--- src/logic/gain_offset_regs.svh ---
`ifndef GAIN_OFFSET_REGS_SVH
`define GAIN_OFFSET_REGS_SVH

// ----------------------------------------------------------------------
// Register byte offsets
// ----------------------------------------------------------------------
`define OFS_GAIN_SELECT    8'h00
`define OFS_CURRENT_OFFSET 8'h04
`define OFS_VOLTAGE_OFFSET 8'h08
`define OFS_FILTER_CTRL    8'h0C
`define OFS_WAVEFORM       8'h10
`define OFS_ENERGY         8'h14

// ----------------------------------------------------------------------
// Reset values
// ----------------------------------------------------------------------
`define RST_GAIN_SELECT    8'h00
`define RST_CURRENT_OFFSET 6'h00
`define RST_VOLTAGE_OFFSET 6'h00
`define RST_FILTER_CTRL    2'h0

// ----------------------------------------------------------------------
// Field positions
// ----------------------------------------------------------------------
`define POS_INTEG_EN       7
`define POS_HPF_EN         0
`define POS_WAVE_SEL       1

// ----------------------------------------------------------------------
// Offset step weights per gain, hundredths of a millivolt
// ----------------------------------------------------------------------
`define STEP_GAIN1         8'hA1
`define STEP_GAIN2         8'h77
`define STEP_GAIN4         8'h61
`define STEP_GAIN8         8'h54
`define STEP_GAIN16        8'h4D

// ----------------------------------------------------------------------
// Filter time constants, as right shifts
// ----------------------------------------------------------------------
`define HPF_SHIFT          10
`define LEAK_SHIFT         12
`define LPF_SHIFT          8

`endif

--- src/logic/gain_offset_pkg.sv ---
package gain_offset_pkg;

  // Gain register layout, upper field first.
  typedef struct packed {
    logic [2:0] voltage_gain;
    logic [1:0] current_range;
    logic [2:0] current_gain;
  } gain_cfg_t;

  // Sign-and-magnitude offset correction value.
  typedef struct packed {
    logic       sign;
    logic [4:0] mag;
  } offset_sm_t;

  // Full-scale range of the current channel converter.
  typedef enum logic [1:0] {
    RANGE_HALF,
    RANGE_QUARTER,
    RANGE_EIGHTH
  } range_sel_t;

endpackage

--- src/logic/offset_corrector.sv ---
`timescale 1ns/1ps
`include "gain_offset_regs.svh"

module offset_corrector #(
  parameter int W            = 16,
  parameter bit SUBTRACT     = 1'b0,
  parameter int WEIGHT_SHIFT = 7
) (
  // Clock and reset
  input  wire logic                        pclk,
  input  wire logic                        presetn,
  input  wire logic                        ce,
  // Sample in
  input  wire logic                        in_valid,
  input  wire logic signed [W-1:0]         in_sample,
  // Configuration
  input  wire gain_offset_pkg::offset_sm_t corr,
  input  wire logic [2:0]                  gain_idx,
  // Sample out
  output logic                             out_valid,
  output logic signed [W-1:0]              out_sample
);
  import gain_offset_pkg::*;

  logic [7:0]          weight;
  logic [12:0]         scaled;
  logic signed [W+1:0] term;
  logic signed [W+1:0] sum;

  // ----------------------------------------------------------------------
  // Step weight shrinks as gain grows
  // ----------------------------------------------------------------------
  always_comb begin
    unique case (gain_idx)
      3'h1:    weight = `STEP_GAIN2;
      3'h2:    weight = `STEP_GAIN4;
      3'h3:    weight = `STEP_GAIN8;
      3'h4:    weight = `STEP_GAIN16;
      default: weight = `STEP_GAIN1;
    endcase
  end

  // Magnitude is five bits, so the span is plus or minus thirty-one.
  assign scaled = 13'(corr.mag * weight) >> WEIGHT_SHIFT;

  // Current adds the signed value, voltage subtracts it.
  always_comb begin
    term = $signed({{(W-11){1'b0}}, scaled});
    if (corr.sign ^ SUBTRACT) begin
      term = -term;
    end
    sum = $signed({{2{in_sample[W-1]}}, in_sample}) + term;
  end

  // ----------------------------------------------------------------------
  // Saturating output stage
  // ----------------------------------------------------------------------
  always_ff @(posedge pclk or negedge presetn) begin
    if (!presetn) begin
      out_valid  <= 1'b0;
      out_sample <= '0;
    end else if (ce) begin
      out_valid <= in_valid;
      if (in_valid) begin
        if (sum > $signed({3'b000, {(W-1){1'b1}}})) begin
          out_sample <= {1'b0, {(W-1){1'b1}}};
        end else if (sum < $signed({3'b111, {(W-1){1'b0}}})) begin
          out_sample <= {1'b1, {(W-1){1'b0}}};
        end else begin
          out_sample <= sum[W-1:0];
        end
      end
    end
  end

endmodule

--- src/logic/energy_accum.sv ---
`timescale 1ns/1ps
`include "gain_offset_regs.svh"

module energy_accum #(
  parameter int W = 16
) (
  // Clock and reset
  input  wire logic                pclk,
  input  wire logic                presetn,
  input  wire logic                ce,
  // Channel samples
  input  wire logic                in_valid,
  input  wire logic signed [W-1:0] cur_sample,
  input  wire logic signed [W-1:0] volt_sample,
  // Accumulated energy
  output logic [23:0]              active_energy_accum
);
  import gain_offset_pkg::*;

  logic signed [2*W-1:0] product;
  logic signed [2*W-1:0] power_lowpass;
  logic signed [2*W-1:0] lp_step;

  assign product = cur_sample * volt_sample;
  assign lp_step = (product - power_lowpass) >>> `LPF_SHIFT;

  // ----------------------------------------------------------------------
  // Low-pass of instantaneous power
  // ----------------------------------------------------------------------
  // The line-frequency ripple left by the low-pass averages out below.
  always_ff @(posedge pclk or negedge presetn) begin
    if (!presetn) begin
      power_lowpass <= '0;
    end else if (ce && in_valid) begin
      power_lowpass <= power_lowpass + lp_step;
    end
  end

  // ----------------------------------------------------------------------
  // 24-bit energy integration, wraps on overflow
  // ----------------------------------------------------------------------
  always_ff @(posedge pclk or negedge presetn) begin
    if (!presetn) begin
      active_energy_accum <= 24'h000000;
    end else if (ce && in_valid) begin
      active_energy_accum <= active_energy_accum
                           + power_lowpass[2*W-1 -: 24];
    end
  end

endmodule

--- src/logic/channel_gain_offset_config.sv ---
`timescale 1ns/1ps
`include "gain_offset_regs.svh"

// Function
// - Current gain 1..16 comes from gain register bits 2:0.
// - Voltage gain 1..16 comes from gain register bits 7:5.
// - Gain bits 4:3 pick current range: half, quarter or eighth volt.
// - Offset corrections are six-bit sign-and-magnitude values.
// - Offset magnitude spans zero to thirty-one either way.
// - Offset step weight falls from gain one to gain sixteen.
// - Current adds the correction, voltage subtracts it: opposite polarity.
// - Waveform register returns the selected channel's residual sample.
// - Enabled current high-pass removes its DC offset before the product.
// - Low-passed power integrates into a 24-bit energy accumulator.
// - Integrator is off at reset, on via current offset register MSB.
module channel_gain_offset_config #(
  parameter int W = 16
) (
  // Clock, enable and reset
  input  wire logic                pclk,
  input  wire logic                presetn,
  input  wire logic                ce,
  // APB slave
  input  wire logic                psel,
  input  wire logic                penable,
  input  wire logic                pwrite,
  input  wire logic [7:0]          paddr,
  input  wire logic [31:0]         pwdata,
  output logic [31:0]              prdata,
  output logic                     pready,
  output logic                     pslverr,
  // Raw converter samples
  input  wire logic                sample_valid,
  input  wire logic signed [W-1:0] cur_raw,
  input  wire logic signed [W-1:0] volt_raw,
  // Front-end configuration
  output logic [4:0]               cur_pga_gain,
  output logic [4:0]               volt_pga_gain,
  output gain_offset_pkg::range_sel_t cur_range,
  // Processed samples and energy
  output logic                     proc_valid,
  output logic signed [W-1:0]      cur_proc,
  output logic signed [W-1:0]      volt_proc,
  output logic [23:0]              active_energy_accum
);
  import gain_offset_pkg::*;

  // ----------------------------------------------------------------------
  // Register state
  // ----------------------------------------------------------------------
  gain_cfg_t           gain_q;
  offset_sm_t          cur_ofs_q;
  offset_sm_t          volt_ofs_q;
  logic                integ_en_q;
  logic                hpf_en_q;
  logic                wave_sel_q;

  logic                wr_en;
  logic                mapped;
  logic [2:0]          cur_gidx;
  logic [2:0]          volt_gidx;
  logic                corr_valid;
  logic signed [W-1:0] cur_corr;
  logic signed [W-1:0] volt_corr;
  logic signed [W+7:0] integ_q;
  logic signed [W+7:0] dc_q;
  logic signed [W-1:0] integ_out;
  logic signed [W-1:0] chain_in;
  logic signed [W-1:0] dc_est;
  logic signed [W:0]   hp_diff;
  logic signed [W+7:0] chain_ext;

  // Gain code to shift; undefined codes fall back to unity.
  function automatic logic [2:0] gain_index(input logic [2:0] code);
    gain_index = (code <= 3'h4) ? code : 3'h0;
  endfunction

  assign cur_gidx  = gain_index(gain_q.current_gain);
  assign volt_gidx = gain_index(gain_q.voltage_gain);

  // One-hot gain to the amplifiers, bit n meaning gain two to the n.
  assign cur_pga_gain  = 5'(5'h01 << cur_gidx);
  assign volt_pga_gain = 5'(5'h01 << volt_gidx);

  // ----------------------------------------------------------------------
  // Range decode
  // ----------------------------------------------------------------------
  // The fourth code has no defined range, so it keeps the widest one.
  always_comb begin
    unique case (gain_q.current_range)
      2'h1:    cur_range = RANGE_QUARTER;
      2'h2:    cur_range = RANGE_EIGHTH;
      default: cur_range = RANGE_HALF;
    endcase
  end

  // ----------------------------------------------------------------------
  // APB decode; the slave never waits
  // ----------------------------------------------------------------------
  always_comb begin
    unique case (paddr)
      `OFS_GAIN_SELECT,
      `OFS_CURRENT_OFFSET,
      `OFS_VOLTAGE_OFFSET,
      `OFS_FILTER_CTRL,
      `OFS_WAVEFORM,
      `OFS_ENERGY: mapped = 1'b1;
      default:     mapped = 1'b0;
    endcase
  end

  assign pready  = 1'b1;
  assign pslverr = psel && penable && !mapped;
  assign wr_en   = psel && penable && pwrite && ce;

  // Read mux; unmapped or idle reads give zero.
  always_comb begin
    prdata = 32'h00000000;
    if (psel && !pwrite) begin
      unique case (paddr)
        `OFS_GAIN_SELECT:    prdata = {24'h000000, gain_q};
        `OFS_CURRENT_OFFSET: prdata = {24'h000000, integ_en_q,
                                       1'b0, cur_ofs_q};
        `OFS_VOLTAGE_OFFSET: prdata = {26'h0, volt_ofs_q};
        `OFS_FILTER_CTRL:    prdata = {30'h0, wave_sel_q,
                                       hpf_en_q};
        `OFS_WAVEFORM:       prdata = wave_sel_q
                               ? {{(32-W){volt_proc[W-1]}}, volt_proc}
                               : {{(32-W){cur_proc[W-1]}}, cur_proc};
        `OFS_ENERGY:         prdata = {8'h00, active_energy_accum};
        default:             prdata = 32'h00000000;
      endcase
    end
  end

  // ----------------------------------------------------------------------
  // Configuration registers
  // ----------------------------------------------------------------------
  always_ff @(posedge pclk or negedge presetn) begin
    if (!presetn) begin
      gain_q <= `RST_GAIN_SELECT;
    end else if (wr_en && paddr == `OFS_GAIN_SELECT) begin
      gain_q <= pwdata[7:0];
    end
  end

  // Integrator enable shares the current offset register.
  always_ff @(posedge pclk or negedge presetn) begin
    if (!presetn) begin
      cur_ofs_q  <= `RST_CURRENT_OFFSET;
      integ_en_q <= 1'b0;
    end else if (wr_en && paddr == `OFS_CURRENT_OFFSET) begin
      cur_ofs_q  <= pwdata[5:0];
      integ_en_q <= pwdata[`POS_INTEG_EN];
    end
  end

  always_ff @(posedge pclk or negedge presetn) begin
    if (!presetn) begin
      volt_ofs_q <= `RST_VOLTAGE_OFFSET;
    end else if (wr_en && paddr == `OFS_VOLTAGE_OFFSET) begin
      volt_ofs_q <= pwdata[5:0];
    end
  end

  always_ff @(posedge pclk or negedge presetn) begin
    if (!presetn) begin
      {wave_sel_q, hpf_en_q} <= `RST_FILTER_CTRL;
    end else if (wr_en && paddr == `OFS_FILTER_CTRL) begin
      hpf_en_q   <= pwdata[`POS_HPF_EN];
      wave_sel_q <= pwdata[`POS_WAVE_SEL];
    end
  end

  // ----------------------------------------------------------------------
  // Offset correction, one per channel
  // ----------------------------------------------------------------------
  offset_corrector #(
    .W        (W),
    .SUBTRACT (1'b0)
  ) u_cur_corr (
    .pclk       (pclk),
    .presetn    (presetn),
    .ce         (ce),
    .in_valid   (sample_valid),
    .in_sample  (cur_raw),
    .corr       (cur_ofs_q),
    .gain_idx   (cur_gidx),
    .out_valid  (corr_valid),
    .out_sample (cur_corr)
  );

  offset_corrector #(
    .W        (W),
    .SUBTRACT (1'b1)
  ) u_volt_corr (
    .pclk       (pclk),
    .presetn    (presetn),
    .ce         (ce),
    .in_valid   (sample_valid),
    .in_sample  (volt_raw),
    .corr       (volt_ofs_q),
    .gain_idx   (volt_gidx),
    .out_valid  (),
    .out_sample (volt_corr)
  );

  // ----------------------------------------------------------------------
  // Current integrator, leaky to keep DC from winding it up
  // ----------------------------------------------------------------------
  // The leak costs a little gain at very low frequency; it is the price
  // of never saturating on a residual offset.
  always_ff @(posedge pclk or negedge presetn) begin
    if (!presetn) begin
      integ_q <= '0;
    end else if (ce && corr_valid) begin
      if (integ_en_q) begin
        integ_q <= integ_q - (integ_q >>> `LEAK_SHIFT)
                 + {{8{cur_corr[W-1]}}, cur_corr};
      end else begin
        integ_q <= '0;
      end
    end
  end

  assign integ_out = integ_q[W+7:8];
  assign chain_in  = integ_en_q ? integ_out : cur_corr;
  assign chain_ext = {chain_in, 8'h00};
  assign dc_est    = dc_q[W+7:8];
  assign hp_diff   = {chain_in[W-1], chain_in} - {dc_est[W-1], dc_est};

  // ----------------------------------------------------------------------
  // Current high-pass: track DC and subtract it
  // ----------------------------------------------------------------------
  always_ff @(posedge pclk or negedge presetn) begin
    if (!presetn) begin
      dc_q <= '0;
    end else if (ce && corr_valid) begin
      if (hpf_en_q) begin
        dc_q <= dc_q + ((chain_ext - dc_q) >>> `HPF_SHIFT);
      end else begin
        dc_q <= '0;
      end
    end
  end

  // ----------------------------------------------------------------------
  // Processed sample stage
  // ----------------------------------------------------------------------
  always_ff @(posedge pclk or negedge presetn) begin
    if (!presetn) begin
      proc_valid <= 1'b0;
      cur_proc   <= '0;
      volt_proc  <= '0;
    end else if (ce) begin
      proc_valid <= corr_valid;
      if (corr_valid) begin
        cur_proc  <= hpf_en_q ? hp_diff[W-1:0] : chain_in;
        volt_proc <= volt_corr;
      end
    end
  end

  // ----------------------------------------------------------------------
  // Power and energy
  // ----------------------------------------------------------------------
  energy_accum #(
    .W (W)
  ) u_energy (
    .pclk                (pclk),
    .presetn             (presetn),
    .ce                  (ce),
    .in_valid            (proc_valid),
    .cur_sample          (cur_proc),
    .volt_sample         (volt_proc),
    .active_energy_accum (active_energy_accum)
  );

endmodule

--- config.mk ---
export PLATFORM = sky130hd
export DESIGN_NAME = channel_gain_offset_config
export DESIGN_NICKNAME = d
export VERILOG_FILES = /design/src/logic/gain_offset_pkg.sv /design/src/logic/offset_corrector.sv /design/src/logic/energy_accum.sv /design/src/logic/channel_gain_offset_config.sv
export VERILOG_INCLUDE_DIRS = /design/src /design/src/logic
export SDC_FILE = /design/constraint.sdc
export NUM_CORES = 2
export LEC_CHECK = 0
export BUFFER_PORTS_ARGS = -buffer_cell sky130_fd_sc_hd__buf_2
export CORE_MARGIN = 5
export CORE_UTILIZATION = 35
export DETAILED_ROUTE_END_ITERATION = 8
export MAX_ROUTING_LAYER = met4
export PLACE_DENSITY = 0.58
export SYNTH_ARGS = -nofsm -noshare
export SYNTH_HDL_FRONTEND = slang
export SYNTH_HIERARCHICAL = 1
export SYNTH_SLANG_ARGS = --single-unit
--- constraint.sdc ---
create_clock -name pclk -period 10.8 [get_ports pclk]
set_input_delay 2.16 -clock pclk [delete_from_list [all_inputs] [get_ports pclk]]
set_output_delay 2.16 -clock pclk [all_outputs]
set_load 0.01 [all_outputs]
# ---- Word level (Yosys, flattened, before mapping)
# Cells that the tools add are included.
dict set report op_classes {
  addsub 12
  mux 19
  order_cmp 6
  reduce_logical 17
  shifts 2
  n_eq_ne 15
  multipliers 3
}
# operator n
set op_table {}
lappend op_table {{$pmux W32 S6} 1}
lappend op_table {{$mux W16} 6}
lappend op_table {{$mux W32} 2}
lappend op_table {{$pmux W8 S4} 2}
lappend op_table {{$add A24 B24 Y24} 2}
lappend op_table {{$mux W24} 2}
lappend op_table {{$add A16 B18 Y18} 2}
lappend op_table {{$gt A18 B16 Y1 const B} 2}
lappend op_table {{$lt A18 B16 Y1 const B} 2}
lappend op_table {{$mux W18} 2}
lappend op_table {{$neg A6 Y18} 2}
lappend op_table {{$add A32 B24 Y32} 1}
lappend op_table {{$mul A16 B16 Y32} 1}
lappend op_table {{$sub A32 B32 Y32} 1}
lappend op_table {{$mul A5 B8 Y13} 2}
lappend op_table {{$add A24 B14 Y24} 1}
lappend op_table {{$sub A24 B12 Y24} 1}
lappend op_table {{$sub A24 B24 Y24} 1}
lappend op_table {{$eq A8 B4 Y1 const B} 2}
lappend op_table {{$eq A8 B5 Y1 const B} 2}
lappend op_table {{$sub A16 B16 Y16} 1}
lappend op_table {{$eq A3 B2 Y1 const B} 4}
lappend op_table {{$logic_and A1 B1 Y1} 11}
lappend op_table {{$shl A1 B3 Y5 const A} 2}
lappend op_table {{13 further kinds} 19}
dict set report totals {
  in_bits 79
  regBits 193
  output_inout_bits 103
  word_cells 94
}

# ---- Depth between registers and ports, before layout
dict set report logic_depth {
  ltp_word 11
  mapped_depth 37
  mapped_depth_nobuf 36
}

# ---- Hierarchy
# Netlist, hierarchy kept.
# module cells_each seq_area_each_um2 area_per_inst_um2 instances
set by_module_without_submodules {}
lappend by_module_without_submodules {energy_accum 1629 1401.3 14811.7 1}
lappend by_module_without_submodules {channel_gain_offset_config 1098 2602.5 9039.9 1}
lappend by_module_without_submodules {{offset_corrector (u_cur_corr)} 333 425.4 2885.3 1}
lappend by_module_without_submodules {{offset_corrector (u_volt_corr)} 322 425.4 2860.2 1}

# ---- Least setup slack after synthesis
# OpenSTA, ideal clock, no wires.
dict set report synth_timing {
  path_type {flip-flop to flip-flop}
  from {reg volt_proc[10]}
  to {reg u_energy.power_lowpass[31]}
  required_time_ps 10721
  slack_ps 2125
  stages_incl_launch_ff 34
  n_path_buf 2
  arrival_ps 8595
  synth_period_minus_slack_ps 8675
  setup_ps 79
  cell_sequence {dfrtp_1 > clkbuf_1 > clkbuf_1 > nand2_1 > fa_1 > inv_1 > fa_1 > fa_1 > fa_1 > fa_1 > inv_1 > fa_1 > inv_1 > ha_1 > a21o_1 > a22o_1 > a311oi_2 > a31oi_1 > a21oi_1 > nor2b_1 > nor2_1 > xnor2_1 > ha_1 > and3_1 > and3_1 > o31a_1 > o41ai_2 > o221ai_2 > o31ai_2 > o21ai_1 > o31a_1 > or3_1 > a21oi_2 > xor2_1}
}
dict set report synth_via {
  elab_chain_cells 3
}
# element line_no
set synth_rtl {}
lappend synth_rtl {{from (decl)} channel_gain_offset_config.sv:43} ;# output logic signed [W-1:0] volt_proc,
lappend synth_rtl {{from (signal assigned)} channel_gain_offset_config.sv:259} ;# volt_proc <= volt_corr;
lappend synth_rtl {{$mul A16 B16 Y32} energy_accum.sv:24} ;# assign product = cur_sample * volt_sample;
lappend synth_rtl {{$sub A32 B32 Y32} energy_accum.sv:25} ;# assign lp_step = (product - power_lowpass) >>> `LPF_SHIFT;
lappend synth_rtl {{$add A32 B24 Y32} energy_accum.sv:35} ;# power_lowpass <= power_lowpass + lp_step;
lappend synth_rtl {{to (signal assigned)} energy_accum.sv:35}
lappend synth_rtl {{to (decl)} energy_accum.sv:21} ;# logic signed [2*W-1:0] power_lowpass;
# Every way passes these cells.
# A chain may end at the register's enable or synchronous reset.

# ---- Final worst setup path
dict set report layout_timing {
  from {reg cur_proc[4]}
  to {reg u_energy.power_lowpass[31]}
}
dict set report layout_via {
  elab_chain_cells 3
}
# element line_no
set layout_rtl {}
lappend layout_rtl {{from (decl)} channel_gain_offset_config.sv:42} ;# output logic signed [W-1:0] cur_proc,
lappend layout_rtl {{from (signal assigned)} channel_gain_offset_config.sv:258} ;# cur_proc <= hpf_en_q ? hp_diff[W-1:0] : chain_in;
lappend layout_rtl {{$mul A16 B16 Y32} energy_accum.sv:24}
lappend layout_rtl {{$sub A32 B32 Y32} energy_accum.sv:25}
lappend layout_rtl {{$add A32 B24 Y32} energy_accum.sv:35}
# Every way passes these cells.

==> qor.yml <==
status: "completed"
critPathArrivalTime_ns: 10.30
antenna_found_initial: 5
worstPathRequired_ns: 11.22
yosysWarnings: 6
routed_wl_um: 87700
mappedNetlistArea_um2: 29600
timing.critical_path.buf_inv: 3
period_share: 0.915
rows: 106
clock_path_buffers: 2
cpMostUsedCell: "fa_1"
whs_ns: 0.462
io_pins: 182
setup_viol: 0
cts_sinks: 193
critPathMaxFanout: 19
tightest_slew_ns: 1.12
cts_buffers: 17
start_util: 0.353
cts_setup_buffers: 0
htreeDepth: 4
vias: 23799
synthCells: 3379
maxCapViolCount: 0
fill_cells: 8560
track_usage: 0.201
dp_hpwl_um: 71400
drt_iter0_markers: 1500
worstReg2RegStart: "cur_proc[4]"
wire_per_inst_um: 18.9
vias_per_cell: 5.14
final-seq-area_um2: 4830
hold_class: "flop to flop"
avgSynthCellArea_um2: 8.75
dieArea_um2: 90400
min_from: "u_volt_corr/out_sample[15]"
cts_hold_buf: 0
die_h_um: 301
rsz0062_at_grt: "no"
die_x_um: 301
drtPass1Iterations: 7
path_clk_slew_ns: 0.09
crit_family: "adder cells"
timing.fmax_mhz: 101
crit_start: "cur_proc[4]"
crit_path_end_kind: "flop"
gp_routability_congestion: 0.910
slew_headroom: 0.246
drtAntennaViolNets: 0
maxSlewViolCount: 0
dpl-instance-area_um2: 31600
cp_num_cells: 30
cts-root-buf: "clkbuf_16"
finClkSkew_ns: 0.0228
final_util: 0.385
portBuffers: 156
rr_worst_depth: 30
hold_violations: 0
grt_first_pass_wirelength_um: 138000
max_stage_delay_ns: 1.02
grt_pass1_vias: 24107
post-route-cell-area_um2: 32300
setup_tns_ns: 0
drc_errors: 0
min_path_cells: 2
drive_gt1_frac: 0.0892
area_growth_pct: 9.12
layout_min_cycle_time_ns: 9.88
coreArea_um2: 83700
ctsResizeCount: 0
grt_max_degree: 114
cts_tree: "yes"
multiInputGateArea_um2: 22300
grt_overflow_total: 0
critPathLaunchType: "flop"
synth_fp_nets: 4091
nets: 4196
critPathSlowestCell: "dfrtp_1"
critical_path_class: "flop to flop"
worstSkewPairLatency_ns: 0.50
registers in the layout, indices dropped and copies added (netlist names):
register	flops
proc_valid	1
cur_proc	16
volt_ofs_q	6
dc_q	24
u_cur_corr/out_valid	1
u_energy/active_energy_accum	24
hpf_en_q	1
integ_q	24
volt_proc	16
u_volt_corr/out_sample	16
wave_sel_q	1
cur_ofs_q	6
u_energy/power_lowpass	32
u_cur_corr/out_sample	16
gain_q	8
integ_en_q	1
worst paths after layout:
check,endpoint,slack [ns]
max in group asynchronous,u_energy/power_lowpass[30],7.90
worst min register to register,volt_proc[15],0.46
worst min-delay path,volt_proc[15],0.46
worst max-delay path,u_energy/power_lowpass[31],0.92
worst max register to register,u_energy/power_lowpass[31],0.92
min in group asynchronous,integ_q[18],1.63
stage by stage:
stage / instances / setup slack [ns]
floorplan: 3379 / 2.13
global placement: 4599 / 1.10
detailed placement: 4599 / 1.02
CTS: 4631 / 1.02
global route: 4631 / 0.435
finish: 4633 / 0.916
worst min-delay path: cells and delay by family, from the launching register on:
kind / cells / cell delay (ns)
flip-flops: 1 / 0.34
AND/OR/NAND/NOR: 2 / 0.10
layout by cell type, fill, tap and decap left out, drive strengths merged, types with 161 or more instances in the layout:
master / count
ha: 292
buf: 194
o21ai: 178
and2: 165
dfrtp: 193
fa: 341
a21oi: 169
nand2: 379
nor2: 161
inv: 529
routing by layer:
layer  wire, um  part of all wire  global-route usage  up-vias
met2      39900              0.46               0.314      577
met1      40100              0.46               0.272    11673
met4       2310             0.026              0.0544        0
met3       5380             0.061              0.0366       96
li1           -                 -                   -    11453
met5          0                 0                   -        -
area by class of cell:
cell class | instances | area share
Multi-Input combinational cell | 2562 | 0.693
Sequential cell | 193 | 0.150
Inverter | 516 | 0.0600
Tap cell | 1134 | 0.0440
Timing Repair Buffer | 194 | 0.0334
Clock buffer | 17 | 0.0132
Clock inverter | 15 | 0.00686
Antenna cell | 2 | 0.000155
Power is not shown: default switching activity piles up to over one toggle a cycle in this logic, so the estimate is an artifact.
